**src/verilog/vr_seq_defines.svh**
```systemverilog
// Constants of the multiphase regulator sequencer: register map, field
// positions, reset values and timing counts.
// Assumes a 250 MHz system clock and a 32-bit APB register bus.
`ifndef VR_SEQ_DEFINES_SVH
`define VR_SEQ_DEFINES_SVH

// Register byte addresses
`define REG_CTRL_ADDR    8'h00
`define REG_STATUS_ADDR  8'h04
`define REG_CODE_ADDR    8'h08
`define REG_STRAP_ADDR   8'h0C

// Control register fields and reset value
`define CTRL_TELEM_EN_BIT 0
`define CTRL_RESET_VAL    32'h0000_0001

// Clock and timing figures
`define CLK_MHZ             250
`define STARTUP_DELAY_MS    8
`define SLEW_FAST_MV_PER_US 20
`define SLEW_SLOW_MV_PER_US 10
`define VID_STEP_UV         6250
`define STARTUP_DELAY_CYC   (`STARTUP_DELAY_MS * 1000 * `CLK_MHZ)
`define STEP_FAST_CYC \
	((`VID_STEP_UV * `CLK_MHZ) / (`SLEW_FAST_MV_PER_US * 1000))
`define STEP_SLOW_CYC \
	((`VID_STEP_UV * `CLK_MHZ) / (`SLEW_SLOW_MV_PER_US * 1000))

// Voltage codes: a lower code is a higher voltage
`define CODE_OFF   8'hFF
`define BOOT_CODE0 8'h68
`define BOOT_CODE1 8'h58
`define BOOT_CODE2 8'h48
`define BOOT_CODE3 8'h38

// Serial link framing
`define CMD_BITS   9
`define TELEM_BITS 16

`endif

```
**src/verilog/vr_seq_pkg.sv**
```systemverilog
// Types shared by the multiphase regulator sequencer.
// Assumes nothing beyond a SystemVerilog compiler.
package vr_seq_pkg;
	typedef enum logic [3:0] {
		ST_IDLE  = 4'b0001,
		ST_DELAY = 4'b0010,
		ST_SOFT  = 4'b0100,
		ST_RUN   = 4'b1000
	} seq_state_type;
endpackage
```
**src/verilog/multiphase_vr_sequencer.sv**
```systemverilog
// Digital sequencer of a dual-output multiphase buck regulator: phase
// clock distribution, pulse control, start-up, soft-start and serial link.
// Assumes analog comparators, straps and link pins arrive asynchronously;
// registers are reached over APB with zero wait beyond one access cycle.
//
// Overview of operation
// [RQ1] Three phases: clocks rotate 1-2-3, 120 degrees
// [RQ2] Two phases: clocks alternate 1-2, 180 degrees
// [RQ3] One phase: every master clock goes phase one
// [RQ4] Ramp hit: one master pulse, ramp restarts
// [RQ5] Pulse starts on clock, ends at window
// [RQ6] Diode emulation: low gate off at zero-cross
// [RQ7] Sense strapped high: phase skipped, no pulses
// [RQ8] First phase strapped: whole output stays off
// [RQ9] Inputs ignored until power-on-reset released
// [RQ10] Rising enable starts; low enable keeps off
// [RQ11] Wait 8ms reading straps before soft-start
// [RQ12] Enable latches boot code into DAC target
// [RQ13] Straps captured during delay, held until restart
// [RQ14] Soft-start steps DAC at strap slew rate
// [RQ15] Power-good rises when soft-start ramp ends
// [RQ16] Commands accepted only after power-ok high
// [RQ17] Processor holds boot code static before enable
// [RQ18] New code moves DAC; rise flags event
// [RQ19] Telemetry shifts out with the link clock
// [RQ20] Power-state pins pick three, two, one-DE
// [RQ21] Sequencer visits enabled phases ascending, wrapping
// [RQ22] Off, delayed or reset outputs stay inactive
//
// Design decisions made here: the APB register port and the register offsets.
`timescale 1ns/100ps
`include "vr_seq_defines.svh"

module multiphase_vr_sequencer #(
	parameter int STARTUP_DELAY_CYC = `STARTUP_DELAY_CYC
) (
	input  wire logic                        clk_sys_i,
	input  wire logic                        rst_n_i,
	input  wire logic                        psel,
	input  wire logic                        penable,
	input  wire logic                        pwrite,
	input  wire logic [7:0]                  paddr,
	input  wire logic [31:0]                 pwdata,
	output logic [31:0]                      prdata,
	output logic                             pready,
	output logic                             pslverr,
	input  wire logic                        supply_ok_i,
	input  wire logic                        enable_i,
	input  wire logic                        serial_voltage_clock_i,
	input  wire logic                        serial_voltage_data_i,
	input  wire logic                        power_ok_input_i,
	input  wire logic                        power_state_low0_n_i,
	input  wire logic                        power_state_low1_n_i,
	input  wire logic                        core_first_phase_sense_i,
	input  wire logic                        core_second_phase_sense_i,
	input  wire logic                        core_third_phase_sense_i,
	input  wire logic                        bridge_first_phase_sense_i,
	input  wire logic                        bridge_second_phase_sense_i,
	input  wire logic                        core_ramp_hit_i,
	input  wire logic                        bridge_ramp_hit_i,
	input  wire logic [2:0]                  core_window_reached_i,
	input  wire logic [1:0]                  bridge_window_reached_i,
	input  wire logic [2:0]                  core_zero_cross_i,
	input  wire logic                        slew_select_strap_i,
	input  wire logic [1:0]                  core_compensation_strap_i,
	input  wire logic [1:0]                  bridge_compensation_strap_i,
	input  wire logic [7:0]                  current_level_i,
	output logic                             core_ramp_restart_o,
	output logic                             bridge_ramp_restart_o,
	output logic [2:0]                       core_pwm_o,
	output logic [1:0]                       bridge_pwm_o,
	output logic [2:0]                       core_low_side_gate_o,
	output logic [1:0]                       bridge_low_side_gate_o,
	output logic [7:0]                       core_voltage_code_o,
	output logic [7:0]                       bridge_voltage_code_o,
	output logic                             core_power_good_o,
	output logic                             bridge_power_good_o,
	output logic                             voltage_change_on_fly_o,
	output logic                             serial_telemetry_o,
	output vr_seq_pkg::seq_state_type        seq_state_o
);
	import vr_seq_pkg::*;

	localparam int SYNC_W = 27;
	localparam int DLY_W  = $clog2(STARTUP_DELAY_CYC + 1);
	localparam logic [7:0] STEP_FAST = 8'(`STEP_FAST_CYC - 1);
	localparam logic [7:0] STEP_SLOW = 8'(`STEP_SLOW_CYC - 1);
	localparam logic [DLY_W-1:0] DLY_LAST = DLY_W'(STARTUP_DELAY_CYC - 1);

	// Next enabled phase after the last one, ascending with wrap
	function automatic logic [2:0] next_phase(input logic [2:0] last,
	                                          input logic [2:0] mask);
		logic [2:0] r;
		logic [2:0] c;
		r = 3'h0;
		c = last;
		for (int k = 0; k < 3; k++) begin
			c = {c[1:0], c[2]};
			if (r == 3'h0 && (c & mask) != 3'h0)
				r = c;
		end
		return r;
	endfunction

	// One code step toward the target
	function automatic logic [7:0] step_to(input logic [7:0] code,
	                                       input logic [7:0] target);
		if (code < target)
			return code + 8'h01;
		else if (code > target)
			return code - 8'h01;
		return code;
	endfunction

	// Two-stage synchroniser for every pin from outside the clock domain except current_level_i, which is used as it arrives
	logic [SYNC_W-1:0] async_w;
	logic [SYNC_W-1:0] sync1_reg;
	logic [SYNC_W-1:0] sync2_reg;
	assign async_w = {supply_ok_i, enable_i, serial_voltage_clock_i,
		serial_voltage_data_i, power_ok_input_i, power_state_low0_n_i,
		power_state_low1_n_i, core_third_phase_sense_i,
		core_second_phase_sense_i, core_first_phase_sense_i,
		bridge_second_phase_sense_i, bridge_first_phase_sense_i,
		core_ramp_hit_i, bridge_ramp_hit_i, core_window_reached_i,
		bridge_window_reached_i, core_zero_cross_i, slew_select_strap_i,
		core_compensation_strap_i, bridge_compensation_strap_i};
	always_ff @(posedge clk_sys_i or negedge rst_n_i) begin
		if (!rst_n_i) begin
			sync1_reg <= '0;
			sync2_reg <= '0;
		end else begin
			sync1_reg <= async_w;
			sync2_reg <= sync1_reg;
		end
	end

	logic       s_por, s_en, s_svc, s_svd, s_power_ok_input, s_ps0_n, s_ps1_n;
	logic [2:0] s_core_sense, s_core_win, s_core_zc;
	logic [1:0] s_br_sense, s_br_win, s_core_comp, s_br_comp;
	logic       s_core_ramp, s_br_ramp, s_slew;
	assign {s_por, s_en, s_svc, s_svd, s_power_ok_input, s_ps0_n, s_ps1_n,
		s_core_sense, s_br_sense, s_core_ramp, s_br_ramp, s_core_win,
		s_br_win, s_core_zc, s_slew, s_core_comp, s_br_comp} = sync2_reg;

	// Previous values for edge detection, taken from the second stage
	logic en_prev_reg, svc_prev_reg, core_ramp_prev_reg, br_ramp_prev_reg;
	always_ff @(posedge clk_sys_i or negedge rst_n_i) begin
		if (!rst_n_i) begin
			en_prev_reg        <= 1'b0;
			svc_prev_reg       <= 1'b0;
			core_ramp_prev_reg <= 1'b0;
			br_ramp_prev_reg   <= 1'b0;
		end else begin
			en_prev_reg        <= s_por & s_en; // RQ9
			svc_prev_reg       <= s_svc;
			core_ramp_prev_reg <= s_core_ramp;
			br_ramp_prev_reg   <= s_br_ramp;
		end
	end

	// Start-up state and latched configuration
	seq_state_type    state_reg;
	seq_state_type    state_next;
	logic [DLY_W-1:0] dly_cnt_reg;
	logic [7:0]       boot_code_reg, step_cnt_reg;
	logic [7:0]       core_code_reg, core_target_reg;
	logic [7:0]       br_code_reg, br_target_reg;
	logic [2:0]       core_present_reg;
	logic [1:0]       br_present_reg, core_comp_reg, br_comp_reg;
	logic             slew_fast_reg, core_pg_reg, br_pg_reg;
	logic [31:0]      ctrl_reg;

	logic por_ok_w, en_rise_w, dly_done_w, step_tick_w;
	logic core_on_w, br_on_w, core_run_w, br_run_w, soft_done_w;
	logic [7:0] boot_pin_code_w;
	assign por_ok_w    = s_por & s_en; // RQ9 RQ10
	assign en_rise_w   = por_ok_w & ~en_prev_reg; // RQ10
	assign dly_done_w  = dly_cnt_reg == DLY_LAST;
	assign step_tick_w = step_cnt_reg == (slew_fast_reg ? STEP_FAST
		: STEP_SLOW);
	assign core_on_w   = state_reg inside {ST_SOFT, ST_RUN};
	assign br_on_w     = core_on_w;
	assign core_run_w  = core_on_w & core_present_reg[0]; // RQ8 RQ22
	assign br_run_w    = br_on_w & br_present_reg[0]; // RQ8 RQ22
	assign soft_done_w = (!core_present_reg[0] ||
		core_code_reg == core_target_reg) &&
		(!br_present_reg[0] || br_code_reg == br_target_reg);
	assign boot_pin_code_w = ({s_svc, s_svd} == 2'b00) ? `BOOT_CODE0 :
		({s_svc, s_svd} == 2'b01) ? `BOOT_CODE1 :
		({s_svc, s_svd} == 2'b10) ? `BOOT_CODE2 : `BOOT_CODE3;

	// Start-up sequence: any loss of supply or enable drops to idle
	always_comb begin
		state_next = state_reg;
		unique case (state_reg)
			ST_IDLE:  if (en_rise_w) state_next = ST_DELAY; // RQ10
			ST_DELAY: if (dly_done_w) state_next = ST_SOFT; // RQ11
			ST_SOFT:  if (soft_done_w) state_next = ST_RUN; // RQ14
			ST_RUN:   state_next = ST_RUN;
		endcase
		if (!por_ok_w)
			state_next = ST_IDLE; // RQ10 RQ22
	end

	// Serial command receiver, gated by power-ok
	logic [8:0] cmd_shift_reg;
	logic [3:0] cmd_cnt_reg;
	logic       cmd_ok_w, svc_rise_w, svc_fall_w, cmd_done_w;
	logic [8:0] cmd_word_w;
	logic       cmd_core_w, cmd_br_w, voltage_change_on_fly_w;
	assign svc_rise_w = s_svc & ~svc_prev_reg;
	assign svc_fall_w = ~s_svc & svc_prev_reg;
	assign cmd_ok_w   = state_reg == ST_RUN && s_power_ok_input; // RQ16
	assign cmd_done_w = cmd_ok_w && svc_rise_w &&
		cmd_cnt_reg == 4'(`CMD_BITS - 1);
	assign cmd_word_w = {cmd_shift_reg[7:0], s_svd};
	assign cmd_core_w = cmd_done_w && !cmd_word_w[8] && core_present_reg[0];
	assign cmd_br_w   = cmd_done_w && cmd_word_w[8] && br_present_reg[0];
	assign voltage_change_on_fly_w     = (cmd_core_w && cmd_word_w[7:0] < core_target_reg) ||
		(cmd_br_w && cmd_word_w[7:0] < br_target_reg); // RQ18

	always_ff @(posedge clk_sys_i or negedge rst_n_i) begin
		if (!rst_n_i) begin
			cmd_shift_reg <= 9'h000;
			cmd_cnt_reg   <= 4'h0;
		end else if (!cmd_ok_w) begin
			cmd_cnt_reg   <= 4'h0; // RQ16
		end else if (svc_rise_w) begin
			cmd_shift_reg <= cmd_word_w;
			cmd_cnt_reg   <= cmd_done_w ? 4'h0 : cmd_cnt_reg + 4'h1;
		end
	end

	// Sequence state, delay timer and captured straps
	always_ff @(posedge clk_sys_i or negedge rst_n_i) begin
		if (!rst_n_i) begin
			state_reg        <= ST_IDLE;
			dly_cnt_reg      <= '0;
			boot_code_reg    <= `CODE_OFF;
			core_present_reg <= 3'h0;
			br_present_reg   <= 2'h0;
			core_comp_reg    <= 2'h0;
			br_comp_reg      <= 2'h0;
			slew_fast_reg    <= 1'b0;
		end else begin
			state_reg   <= state_next;
			dly_cnt_reg <= (state_reg == ST_DELAY) ? dly_cnt_reg + 1'b1
				: '0; // RQ11
			if (en_rise_w && state_reg == ST_IDLE)
				boot_code_reg <= boot_pin_code_w; // RQ12
			// Straps keep their start-up value until the next start-up
			if (state_reg == ST_DELAY) begin
				core_present_reg <= ~s_core_sense; // RQ7 RQ13
				br_present_reg   <= ~s_br_sense; // RQ7 RQ13
				core_comp_reg    <= s_core_comp; // RQ13
				br_comp_reg      <= s_br_comp; // RQ13
				slew_fast_reg    <= s_slew; // RQ13
			end
		end
	end

	// DAC codes, targets and power-good
	always_ff @(posedge clk_sys_i or negedge rst_n_i) begin
		if (!rst_n_i) begin
			step_cnt_reg    <= 8'h00;
			core_code_reg   <= `CODE_OFF;
			br_code_reg     <= `CODE_OFF;
			core_target_reg <= `CODE_OFF;
			br_target_reg   <= `CODE_OFF;
			core_pg_reg     <= 1'b0;
			br_pg_reg       <= 1'b0;
		end else begin
			step_cnt_reg <= (!core_on_w || step_tick_w) ? 8'h00
				: step_cnt_reg + 8'h01; // RQ14
			if (state_reg == ST_DELAY) begin
				core_target_reg <= boot_code_reg; // RQ12
				br_target_reg   <= boot_code_reg;
			end else if (cmd_core_w) begin
				core_target_reg <= cmd_word_w[7:0]; // RQ18
			end else if (cmd_br_w) begin
				br_target_reg   <= cmd_word_w[7:0]; // RQ18
			end
			if (!core_run_w)
				core_code_reg <= `CODE_OFF;
			else if (step_tick_w)
				core_code_reg <= step_to(core_code_reg, core_target_reg);
			if (!br_run_w)
				br_code_reg <= `CODE_OFF;
			else if (step_tick_w)
				br_code_reg <= step_to(br_code_reg, br_target_reg);
			// Stays high through later voltage moves once the ramp ended
			core_pg_reg <= core_run_w &&
				(core_pg_reg || core_code_reg == core_target_reg); // RQ15
			br_pg_reg   <= br_run_w &&
				(br_pg_reg || br_code_reg == br_target_reg); // RQ15
		end
	end

	// Core mode from the power-state pins; 10 is taken as two-phase
	logic [2:0] core_mode_mask_w, core_mask_w;
	logic [1:0] br_mask_w;
	logic       core_de_w;
	assign core_mode_mask_w = ({s_ps0_n, s_ps1_n} == 2'b11) ? 3'b111 :
		({s_ps0_n, s_ps1_n} == 2'b00) ? 3'b001 : 3'b011; // RQ20
	assign core_de_w   = {s_ps0_n, s_ps1_n} == 2'b00; // RQ20
	assign core_mask_w = core_present_reg & core_mode_mask_w &
		{3{core_run_w}}; // RQ7 RQ22
	assign br_mask_w   = br_present_reg & {2{br_run_w}}; // RQ7 RQ22

	// Master clock and phase sequencer
	logic       core_ramp_ev_w, br_ramp_ev_w;
	logic [2:0] core_last_reg, core_fire_reg, br_last_reg, br_fire_reg;
	logic [2:0] core_pick_w, br_pick_w;
	assign core_ramp_ev_w = s_core_ramp & ~core_ramp_prev_reg;
	assign br_ramp_ev_w   = s_br_ramp & ~br_ramp_prev_reg;
	assign core_pick_w = next_phase(core_last_reg, core_mask_w);
	assign br_pick_w   = next_phase(br_last_reg, {1'b0, br_mask_w});

	always_ff @(posedge clk_sys_i or negedge rst_n_i) begin
		if (!rst_n_i) begin
			core_ramp_restart_o   <= 1'b0;
			bridge_ramp_restart_o <= 1'b0;
			core_last_reg <= 3'b100;
			br_last_reg   <= 3'b100;
			core_fire_reg <= 3'h0;
			br_fire_reg   <= 3'h0;
		end else begin
			core_ramp_restart_o   <= core_ramp_ev_w & core_run_w; // RQ4
			bridge_ramp_restart_o <= br_ramp_ev_w & br_run_w; // RQ4
			core_fire_reg <= core_ramp_restart_o ? core_pick_w
				: 3'h0; // RQ1 RQ2 RQ3
			br_fire_reg   <= bridge_ramp_restart_o ? br_pick_w : 3'h0;
			if (core_ramp_restart_o && core_pick_w != 3'h0)
				core_last_reg <= core_pick_w; // RQ21
			if (bridge_ramp_restart_o && br_pick_w != 3'h0)
				br_last_reg <= br_pick_w; // RQ21
		end
	end

	// Phase slaves: channels 0-2 core, 3-4 bridge
	logic [4:0] ch_fire_w, ch_allow_w, ch_win_w, ch_zc_w, ch_de_w;
	logic [4:0] pwm_reg, low_side_gate_reg;
	assign ch_fire_w  = {br_fire_reg[1:0], core_fire_reg};
	assign ch_allow_w = {br_mask_w, core_mask_w};
	assign ch_win_w   = {s_br_win, s_core_win};
	assign ch_zc_w    = {2'b00, s_core_zc};
	assign ch_de_w    = {4'h0, core_de_w};

	genvar g;
	generate
		for (g = 0; g < 5; g++) begin : g_slave
			always_ff @(posedge clk_sys_i or negedge rst_n_i) begin
				if (!rst_n_i) begin
					pwm_reg[g]   <= 1'b0;
					low_side_gate_reg[g] <= 1'b0;
				end else if (!ch_allow_w[g]) begin
					pwm_reg[g]   <= 1'b0; // RQ7 RQ22
					low_side_gate_reg[g] <= 1'b0;
				end else if (ch_fire_w[g]) begin
					pwm_reg[g]   <= 1'b1; // RQ5
					low_side_gate_reg[g] <= 1'b0;
				end else if (pwm_reg[g]) begin
					pwm_reg[g]   <= ~ch_win_w[g]; // RQ5
					low_side_gate_reg[g] <= ch_win_w[g];
				end else if (ch_de_w[g] && ch_zc_w[g]) begin
					low_side_gate_reg[g] <= 1'b0; // RQ6
				end
			end
		end
	endgenerate
	assign core_pwm_o             = pwm_reg[2:0];
	assign bridge_pwm_o           = pwm_reg[4:3];
	assign core_low_side_gate_o   = low_side_gate_reg[2:0];
	assign bridge_low_side_gate_o = low_side_gate_reg[4:3];

	// Telemetry shifter; changes on the falling link clock edge
	logic [15:0] telem_reg;
	logic [3:0]  telem_cnt_reg;
	logic        telem_on_w;
	assign telem_on_w = cmd_ok_w && ctrl_reg[`CTRL_TELEM_EN_BIT];
	always_ff @(posedge clk_sys_i or negedge rst_n_i) begin
		if (!rst_n_i) begin
			telem_reg          <= 16'h0000;
			telem_cnt_reg      <= 4'h0;
			serial_telemetry_o <= 1'b0;
			voltage_change_on_fly_o <= 1'b0;
		end else begin
			voltage_change_on_fly_o <= voltage_change_on_fly_w; // RQ18
			if (!telem_on_w) begin
				telem_cnt_reg      <= 4'h0;
				serial_telemetry_o <= 1'b0;
			end else if (svc_fall_w) begin
				telem_reg <= (telem_cnt_reg == 4'h0) ?
					{current_level_i, core_code_reg} << 1
					: telem_reg << 1; // RQ19
				serial_telemetry_o <= (telem_cnt_reg == 4'h0) ?
					current_level_i[7] : telem_reg[15]; // RQ19
				telem_cnt_reg <= telem_cnt_reg + 4'h1;
			end
		end
	end

	// APB slave: read data prepared in setup, answered in access
	logic setup_w, hit_w, wr_ctrl_w;
	logic [31:0] rd_mux_w;
	assign setup_w  = psel & ~penable;
	assign hit_w    = paddr inside {`REG_CTRL_ADDR, `REG_STATUS_ADDR,
		`REG_CODE_ADDR, `REG_STRAP_ADDR};
	assign wr_ctrl_w = psel & penable & pready & pwrite &
		(paddr == `REG_CTRL_ADDR);
	assign rd_mux_w =
		(paddr == `REG_CTRL_ADDR)   ? ctrl_reg :
		(paddr == `REG_STATUS_ADDR) ? {19'h0, br_present_reg,
			core_mask_w, s_ps0_n, s_ps1_n, br_pg_reg, core_pg_reg,
			state_reg} :
		(paddr == `REG_CODE_ADDR)   ? {br_target_reg, br_code_reg,
			core_target_reg, core_code_reg} :
		(paddr == `REG_STRAP_ADDR)  ? {24'h0, slew_fast_reg, br_comp_reg,
			core_comp_reg, core_present_reg} : 32'h0000_0000;

	always_ff @(posedge clk_sys_i or negedge rst_n_i) begin
		if (!rst_n_i) begin
			ctrl_reg <= `CTRL_RESET_VAL;
			prdata   <= 32'h0000_0000;
			pready   <= 1'b0;
			pslverr  <= 1'b0;
		end else begin
			pready  <= setup_w;
			pslverr <= setup_w & ~hit_w;
			prdata  <= (setup_w && !pwrite) ? rd_mux_w : 32'h0000_0000;
			if (wr_ctrl_w)
				ctrl_reg <= pwdata;
		end
	end

	// Published status, straight from flip-flops
	assign core_voltage_code_o   = core_code_reg;
	assign bridge_voltage_code_o = br_code_reg;
	assign core_power_good_o     = core_pg_reg;
	assign bridge_power_good_o   = br_pg_reg;
	assign seq_state_o           = state_reg;
endmodule

```
**config.mk**
```make
export PLATFORM = sky130hd
export DESIGN_NAME = multiphase_vr_sequencer
export DESIGN_NICKNAME = d
export VERILOG_FILES = /design/src/verilog/vr_seq_pkg.sv /design/src/verilog/multiphase_vr_sequencer.sv
export VERILOG_INCLUDE_DIRS = /design/src /design/src/verilog
export SDC_FILE = /design/constraint.sdc
export NUM_CORES = 1
export LEC_CHECK = 0
export BUFFER_PORTS_ARGS = -buffer_cell sky130_fd_sc_hd__buf_2
export CORE_ASPECT_RATIO = 0.7
export CORE_MARGIN = 2
export CORE_UTILIZATION = 35
export CTS_BUF_LIST = sky130_fd_sc_hd__clkbuf_4 sky130_fd_sc_hd__clkbuf_8
export DETAILED_ROUTE_END_ITERATION = 6
export GPL_TIMING_DRIVEN = 0
export PLACE_DENSITY_LB_ADDON = 0.25
export REMOVE_ABC_BUFFERS = 1
export SYNTH_ARGS = -nofsm -noshare
export SYNTH_HDL_FRONTEND = slang
export SYNTH_SLANG_ARGS = --single-unit
```
**constraint.sdc**
```tcl
create_clock -name clk_sys_i -period 3.18 [get_ports clk_sys_i]
set_input_delay 0 -clock clk_sys_i [delete_from_list [all_inputs] [get_ports clk_sys_i]]
set_output_delay 0 -clock clk_sys_i [all_outputs]
set_load 0.02 [all_outputs]
```
Word-level counts from Yosys, hierarchy flattened
Index checks and enable logic that the tools add are counted.
Storage, ports and cells
  word-level logic and storage cells: 278
  output and inout bits: 70
  input port bits: 80
  register bits: 266
Cells by class
  add/sub/neg operators: 8
  reductions and logical operators: 59
  order comparisons: 6
  bitwise logic cells: 39
  equal/unequal tests: 30
  multiplexer cells: 89
Operator list (count)
  two-way mux 8 bit: 18
  two-way mux 32 bit: 4
  two-way mux 1 bit: 42
  two-way mux 4 bit: 9
  < comparator 8 bit: 4
  adder 8 x 1 -> 8 bit (second input constant): 3
  equality test 8 bit: 3
  two-way mux 3 bit: 8
  nonzero test 3 bit: 8
  logical AND 1 bit: 22
  adder 21 x 1 -> 21 bit (second input constant): 1
  equality test 21 bit (second input constant): 1
  two-way mux 21 bit: 1
  two-way mux 7 bit: 3
  AND 1 bit: 16
  equality test 8 x 4 -> 1 bit (second input constant): 2
  > comparator 8 bit: 2
  two-way mux 16 bit: 1
  one-hot mux 4 bit (4 select lines): 1
  subtractor 8 x 1 -> 8 bit (second input constant): 2
  AND 3 bit: 5
  logical NOT 3 bit: 4
  inequality test 3 x 1 -> 1 bit (second input constant): 4
  inverter 1 bit: 12
  other kinds (26): 55

Depth between registers and ports, before layout
Gate-level depths: netlist of the first run.
  depth after elaboration: 16
  depth in mapped cells: 13
  gate-level depth less buffers: 13

Worst setup path before layout of the first run
No wires, ideal clock.
  path type: register to register
  start point: reg core_code_reg[1], in the netlist core_voltage_code_o[1]
  end point: reg core_code_reg[7], in the netlist core_voltage_code_o[7]
  arrival: 3.136 ns
  data required time: 3.105 ns
  period minus slack after synthesis: 3.211 ns
  cell stages (with the launch flop): 13
  library setup time: 0.075 ns
  path buffers: 0
  slack: -0.031 ns
  cells stage by stage: dfstp_2 ha_1 nor2b_1 o211ai_1 a21oi_1 or2_2 ha_1 nand3_1 o211ai_1 o41ai_1 or3_1 a211oi_1 mux2i_1
On the way
  cells in the longest elaborated chain, start to end: 7
  elaborated cells between the ends (all ways): 15
  those cells by class: add/sub (2); order compare (2); eq/ne (1); mux (9); reduce/logical (1)
RTL lines
  start, declared: line multiphase_vr_sequencer.sv:166  | logic [7:0] core_code_reg, core_target_reg;
  start signal, assigned: line multiphase_vr_sequencer.sv:266  | core_code_reg <= `CODE_OFF;
  start signal, assigned: line multiphase_vr_sequencer.sv:284  | core_code_reg <= `CODE_OFF;
  start signal, assigned: line multiphase_vr_sequencer.sv:286  | core_code_reg <= step_to(core_code_reg, core_target_reg);
  > comparator 8 bit: line multiphase_vr_sequencer.sv:110  | else if (code > target)
  two-way mux 1 bit: line multiphase_vr_sequencer.sv:110
  two-way mux 1 bit: line multiphase_vr_sequencer.sv:108  | if (code < target)
  two-way mux 1 bit: line multiphase_vr_sequencer.sv:285  | else if (step_tick_w)
  two-way mux 1 bit: line multiphase_vr_sequencer.sv:283  | if (!core_run_w)
  inequality test 2 x 1 -> 1 bit (no source line)
  AND reduction 2 bit (no source line)
Several ways; a longest one is shown, not always the timed one. The select of a mux whose other input is x is not followed.
A chain may end at the register's enable or synchronous reset.

Worst setup path in the final report of the first run
  start point: reg core_target_reg[1]
  end point: reg core_code_reg[7], in the netlist core_voltage_code_o[7]
On the way
  cells in the longest elaborated chain, start to end: 7
  elaborated cells between the ends (all ways): 12
  those cells by class: order compare (2); eq/ne (1); mux (8); reduce/logical (1)
RTL lines
  start, declared: line multiphase_vr_sequencer.sv:166
  start signal, assigned: line multiphase_vr_sequencer.sv:268  | core_target_reg <= `CODE_OFF;
  start signal, assigned: line multiphase_vr_sequencer.sv:276  | core_target_reg <= boot_code_reg;
  start signal, assigned: line multiphase_vr_sequencer.sv:279  | core_target_reg <= cmd_word_w[7:0];
  > comparator 8 bit: line multiphase_vr_sequencer.sv:110
  two-way mux 1 bit: line multiphase_vr_sequencer.sv:110
  two-way mux 1 bit: line multiphase_vr_sequencer.sv:108
  two-way mux 1 bit: line multiphase_vr_sequencer.sv:285
  two-way mux 1 bit: line multiphase_vr_sequencer.sv:283
  inequality test 2 x 1 -> 1 bit (no source line)
  AND reduction 2 bit (no source line)
Several ways; a longest one is shown, not always the timed one. The select of a mux whose other input is x is not followed.

==> results of run 1 <==
final cells by class:
cell class	instances	share of cell area [%]
clock buffer	59	5.18
tap	427	3.63
antenna	2	0.0340
multi-input combinational	671	32.8
timing repair buffer	245	11.8
sequential	257	44.0
inverter	39	0.994
clock inverter	18	1.55
critical path, delay by kind of cell, from the launching register on:
kind            cells  cell delay [ps]
simple gates        3              760
mux                 1              220
flops               1              530
buf+inv             1               60
compound gates      6             1040
fa+ha+maj           2              510
logic make-up after synthesis:
group           synth area share, %
simple gates                   12.2
flops                          56.7
compound gates                 11.3
mux                            8.38
buf+inv                        2.78
fa+ha+maj                      5.94
xor+xnor                       2.68
metal layers:
metal	part of all wire (%)	track usage, %	vias up
met5	0	0	-
met4	1.7	4.73	0
met3	5.8	3.89	43
met2	41	24.8	209
met1	51	26.4	4050
li1	-	-	4065
worst paths after layout:
check | from | to | cells after the start
worst min-delay path | psel | ctrl_reg[20]$_DFFE_PN0P_ | 4
max in group asynchronous | rst_n_i | dly_cnt_reg[17]$_DFF_PN0_ | 5
worst max-delay path | core_target_reg[1]$_DFFE_PN1P_ | core_voltage_code_o[7]$_DFFE_PN1P_ | 13
worst max register to register | core_target_reg[1]$_DFFE_PN1P_ | core_voltage_code_o[7]$_DFFE_PN1P_ | 13
worst min register to register | sync1_reg[8]$_DFF_PN0_ | sync2_reg[8]$_DFF_PN0_ | 0
min in group asynchronous | rst_n_i | bridge_power_good_o$_DFF_PN0_ | 3
placed cells by master, fill, tap and decap left out, types with 21 or more instances in the layout:
cell,n
dfrtp_1,217
buf_2,146
nor2_1,103
dlygate4sd3_1,72
a21oi_1,62
nand2_1,61
o21ai_0,53
clkbuf_8,51
mux2i_1,45
mux2_2,45
ha_1,40
dfstp_2,40
inv_1,34
nand3_1,27
buf_4,21
power groups by stage:
stage	Combinational, mW	Sequential, mW	Clock (mW)
detailed placement	0.905	3.62	0
floorplan	0.621	3.57	0
global route	1.37	3.58	3.64
finish	1.23	3.56	3.36
CTS	1.15	3.56	3.48
global placement	0.873	3.62	0
repair_timing:
action / CTS / global route
hold endpoints to repair: 191 / 0
endpoints found under the setup margin: 4 / 4
setup buffers: 16 / 4
hold buffers: 72 / 0
gates resized for setup: 22 / 9
pin swaps: 14 / 7
==> flow_summary.yaml, run 1 <==
drt:
  via_per_inst: 4.87
  finalWirelength_mm: 29.0
  drtPass1Iterations: 5
  route.vias.total: 8367
  detailedRoute.firstIterationViolations: 562
  remaining_drc_errors: 0
  route.antenna.remaining_nets: 0
  post_drt_wl_per_cell_um: 16.9
synthesis:
  number_of_synthesized_register_bits: 257
  yosysUniqueCellTypes: 60
  most_instantiated_library_cell_after_synthesis: "dfrtp_1"
  synth-seq-area-share_pct: 56.7
  synth_enable_flop_cells: 0
  synth_common_cells: "dfrtp_1, nor2_1, a21oi_1"
  synthTopCellsByArea: "dfrtp_1, dfstp_2, ha_1"
  async_reset_ff_share_pct: 100
  synth.avg_cell_area_um2: 11.4
  ys_warn_count: 0
  synthDominantCellAreaShare_pct: 47.5
  synth-main-ff-cell: "dfrtp_1"
  syn-cell-area_um2: 11400
  postSynthCellCount: 1003
  synthDominantAreaCellType: "dfrtp_1"
global_route:
  grt_pass1_wl_mm: 46.5
  via_count_of_the_first_global_routing_pass: 8513
  grt_antenna_before_repair: 2
  grt_start_max_net_pins: 120
  globalRouteOverflowTotal: 0
  global_route.usage.total_pct: 17.4
clock_network:
  tritoncts: "built"
  worst_skew_pair.late_latency_ps: 570
  root_buffer: "clkbuf_8"
  clkSinkCount: 257
  clk_pin_slew_ps: 70
  cts-root-to-sink-buffers: 3
  numCtsBuffers: 42
  cts_max_level: 2
layout:
  final_net_count: 1389
  seqCellArea_um2: 6480
  fill_cells: 3023
  final_layout_size_suffix_gt1_share_pct: 29.9
  finish.utilization_pct: 45.7
  layoutNonFillerInstCount: 1718
  multi_input_gate_area_um2: 4840
  area_growth_pct: 28.9
  stdcell_area_um2: 14700
pwr:
  vdd_drop_max_v: 0.000295
  cell_internal_pwr_mw: 6.02
  power_switching_share_pct: 26.1
  power.leakage_nw: 6.82
  power_frac_comb_pct: 15.1
  clkPwrFrac_pct: 41.2
  seqPwrFrac_pct: 43.7
  net_switching_power_figure_mw: 2.12
  design_power_total_mw: 8.15
  pwr_density_cell_nw_per_um2: 553
setup_path:
  largest_stage_delay_on_the_critical_path_ps: 530
  path_cells: "inv_2 > ha_4 > nor2b_1 > o211ai_1 > a21oi_2 > or2_4 > ha_1 > a21oi_1 > o211ai_1 > o41ai_2 > or3_1 > a211oi_2 > mux2i_1"
  critical_path.max_fanout: 7
  r2r_setup_slack_ps: -2
  worst_path_most_repeated_cell: "o211ai_1"
  worst_ep_arrival_time_ps: 3680
  timing.setup.critical_path_class: "register to register"
  worst_setup_path_start_kind: "register"
  cp-end-kind: "register"
  crit_required_ps: 3670
  critPathSlowestCell: "dfstp_2"
placement:
  post-place-cells: 1547
  buffer_ports.inserted: 147
  dpl.hpwl_mm: 19.2
  gpl.final_weighted_congestion: 0.786
  detailedPlace.worstSlack_ps: -454
  detailed_place.area_um2: 12700
sta:
  final_critical_path_setup_slack_ps: -2.21
  worst_slew_pin_slew_ps: 987
  min_period_ps: 3180
  max_freq_mhz: 314
  final_max_slew_viol_count: 0
  worst_clock_skew_ps: 19.1
  finalHoldViolations: 0
  slew_headroom_pct: 33.9
  finalCritPeriodShare_pct: 100
  setup_total_negative_slack_ps: -2.21
  unrepaired_setup_endpoints_after_global_routing: "yes"
  final-setup-viol-count: 1
  hold_slack_ps: 61.2
floorplanning:
  rows: 55
  io_pins: 150
  floorplan.initialDensity_pct: 35.5
  die_width_um: 220
  core_um2: 32200
  vert_die_dim_um: 155
  fp.dieArea_um2: 34100
run:
  timing.max_cap.violations: 0
hold_path:
  holdCritPathClass: "input pin to register"
outcome:
  status: "finished with violations"
  failed_checks: "setup timing"
No activity file was read; power rests on OpenSTA's default activity.
==> run 2, diff against run 1 <==
--- a/config.mk
+++ b/config.mk
@@ -6,6 +6,7 @@
 export SDC_FILE = /design/constraint.sdc
 export NUM_CORES = 1
 export LEC_CHECK = 0
+export ABC_AREA = 1
 export BUFFER_PORTS_ARGS = -buffer_cell sky130_fd_sc_hd__buf_2
 export CORE_ASPECT_RATIO = 0.7
 export CORE_MARGIN = 2
==> run 2 against run 1 <==
Compared with the run above:
- the run now ends clean
- power is 14% lower
- final area is 1.9% lower
- non-clock buffer count down 21
- largest power group unchanged
==> flow_summary.yaml, run 2 <==
outcome:
  status: "completed"
global_route:
  via_count_of_the_first_global_routing_pass: 8859
  grt-busiest-layer: "met1"
  gr-usage-met3_pct: 3.99
  grt_start_max_net_pins: 118
  globalRouteOverflowTotal: 0
  global_route.usage.total_pct: 17.4
  grt_pass1_wl_mm: 47.7
  grt_antenna_before_repair: 1
  globalRouteMet2Util_pct: 25.1
  globalRouteMet1Util_pct: 26.3
sta:
  unrepaired_setup_endpoints_after_global_routing: "no"
  max_freq_mhz: 348
  finalCritPeriodShare_pct: 90.3
  slew_headroom_pct: 18.9
  final_max_slew_viol_count: 0
  worst_clock_skew_ps: 19.3
  worst_slew_pin_slew_ps: 1210
  final-setup-viol-count: 0
  finalHoldViolations: 0
  setup_total_negative_slack_ps: 0
  final_critical_path_setup_slack_ps: 307
  min_period_ps: 2870
layout:
  fill_cells: 3112
  layoutNonFillerInstCount: 1907
  final_layout_size_suffix_gt1_share_pct: 22.8
  seqCellArea_um2: 6480
  final_net_count: 1579
  layout.cells.most_common: "nand2_1"
  finish.utilization_pct: 44.6
  multi_input_gate_area_um2: 4390
  layout_common_cells: "nand2_1, dfrtp_1, buf_2, inv_1, nor2_1"
  area_growth_pct: 25.2
floorplanning:
  io_pins: 150
  rows: 55
  core_um2: 32300
  die_width_um: 221
  fp.dieArea_um2: 34400
  floorplan.initialDensity_pct: 35.7
  vert_die_dim_um: 156
clock_network:
  root_buffer: "clkbuf_8"
  cts-root-to-sink-buffers: 3
  worst_skew_pair.late_latency_ps: 550
  tritoncts: "built"
  numCtsBuffers: 43
  ctsResizeCount: 0
  clkSinkCount: 257
  cts_max_level: 2
  clk_pin_slew_ps: 60
pwr:
  power.leakage_nw: 6.92
  pwr_density_cell_nw_per_um2: 486
  power_frac_comb_pct: 5.9
  cell_internal_pwr_mw: 5.35
  vdd_drop_max_v: 0.000316
  power_switching_share_pct: 23.8
  clkPwrFrac_pct: 44.9
  seqPwrFrac_pct: 49.2
  net_switching_power_figure_mw: 1.67
  design_power_total_mw: 7.02
hold_path:
  hold-path-endpoint: "sync1_reg[4]$_DFF_PN0_"
  holdCritStartpoint: "slew_select_strap_i"
  holdCritPathClass: "input pin to register"
  holdPathStages: 2
drt:
  detailedRoute.firstIterationViolations: 622
  post_drt_wl_per_cell_um: 15.5
  drtPass1Iterations: 5
  route.antenna.remaining_nets: 0
  finalWirelength_mm: 29.6
  remaining_drc_errors: 0
  route.vias.total: 9162
  via_per_inst: 4.80
setup_path:
  rr_startpoint: "core_target_reg[1]$_DFFE_PN1P_"
  worst_setup_path_start_kind: "register"
  worst_ep_arrival_time_ps: 3350
  cp-end-kind: "register"
  critical_path.startpoint: "core_target_reg[1]$_DFFE_PN1P_"
  critical_path.max_fanout: 9
  crit_required_ps: 3650
  worst-r2r-cell-count: 15
  timing.setup.critical_path_class: "register to register"
  r2r_setup_slack_ps: 310
  endpoint_of_the_worst_register_to_register_path: "core_voltage_code_o[6]$_DFFE_PN1P_"
synthesis:
  syn-cell-area_um2: 11500
  synth-main-ff-cell: "dfrtp_1"
  postSynthCellCount: 1204
  synthDominantAreaCellType: "dfrtp_1"
  yosysUniqueCellTypes: 49
  synthDominantCellAreaShare_pct: 47.1
  synthTopCellsByArea: "dfrtp_1, dfstp_2, nand2_1"
  synth_common_cells: "nand2_1, dfrtp_1, inv_1"
  async_reset_ff_share_pct: 100
  number_of_synthesized_register_bits: 257
  synth-seq-area-share_pct: 56.2
  ys_warn_count: 0
  synth_enable_flop_cells: 0
  most_instantiated_library_cell_after_synthesis: "nand2_1"
  synth.avg_cell_area_um2: 9.58
placement:
  buffer_ports.inserted: 147
  detailedPlace.worstSlack_ps: 324
  post-place-cells: 1755
  dpl.hpwl_mm: 20.7
  gpl.final_weighted_congestion: 0.834
run:
  timing.max_cap.violations: 0
run 2: cell count changes after synthesis, moves of 10 or more:
| cell | delta |
|---|---|
| nand2_1 | +164 |
| inv_1 | +97 |
| mux2i_1 | -44 |
| o21ai_0 | +36 |
| nand3_1 | +21 |
| a22oi_1 | -19 |
| a21oi_1 | +17 |
| mux2_2 | -14 |
| xnor2_1 | -12 |
| a31oi_1 | +11 |
| nor2_1 | +10 |
run 2: metal layers:
metal	vias up	part of all wire, %
met4	0	1.5
met1	4383	50
met2	261	42
met5	-	0
met3	40	6.9
li1	4478	-
run 2: power groups by stage:
stage               combinational (mW)  clock (mW)  sequential, mW
global route                     0.471        3.43            3.46
CTS                              0.421        3.26            3.45
global placement                 0.334           0            3.51
detailed placement               0.351           0            3.51
floorplan                        0.156           0            3.49
finish                           0.415        3.15            3.45
run 2: worst max-delay path by stage:
stage / to / slack, ps
after floorplan: bridge_voltage_code_o[6]$_DFFE_PN1P_ / 510
after global placement: sync1_reg[15]$_DFF_PN0_ / -2620
after detailed placement: bridge_voltage_code_o[6]$_DFFE_PN1P_ / 320
after CTS: bridge_voltage_code_o[6]$_DFFE_PN1P_ / 320
after global routing: core_voltage_code_o[6]$_DFFE_PN1P_ / 80
final: core_voltage_code_o[6]$_DFFE_PN1P_ / 310
run 2: logic make-up (layout without fill, tap and decap cells):
group                    count (synthesis)  after routing  synth area share (%)
other                                    0              1                     0
AO/OA/AOI/OAI                          232            232                  11.1
multiplexers                            32             32                  3.11
flip-flops                             257            257                  56.2
AND/OR/NAND/NOR                        446            446                  16.7
XOR/XNOR                                15             15                  1.14
adder cells (fa/ha/maj)                 53             53                  5.88
buffers and inverters                  169            444                  5.85
run 2: repair_timing:
item | 4_1_cts | 5_1_grt
setup buffers | 0 | 0
hold endpoints to repair | 289 | 0
hold buffers | 73 | 0
run 2: critical path, stage by stage (launching register included):
cell and delay, ps:
dfstp_2 510, inv_1 80, ha_1 300, inv_1 60, nor2_1 30, o21ai_0 160, a21oi_1 80, or2_2 390
fa_1 440, nand3_1 90, nand3_1 120, a21oi_1 160, nor2_1 50, nor2_1 100, xor2_1 140, o21ai_0 80
run 2: final cells by class:
type | instances | area share [%]
Sequential cell | 257 | 44.9
Multi-Input combinational cell | 778 | 30.4
Timing Repair Buffer | 224 | 10.8
Clock buffer | 67 | 5.91
Inverter | 142 | 3.71
Tap cell | 427 | 3.70
Clock inverter | 11 | 0.589
Antenna cell | 1 | 0.0173
run 2: through the flow:
stage / area [um2] / hold slack, ps
floorplan: 11400 / -296
global placement: 12700 / 108
detailed placement: 12800 / -135
CTS: 14400 / 39.3
global route: 14400 / 48.9
finish: 14400 / 82.9
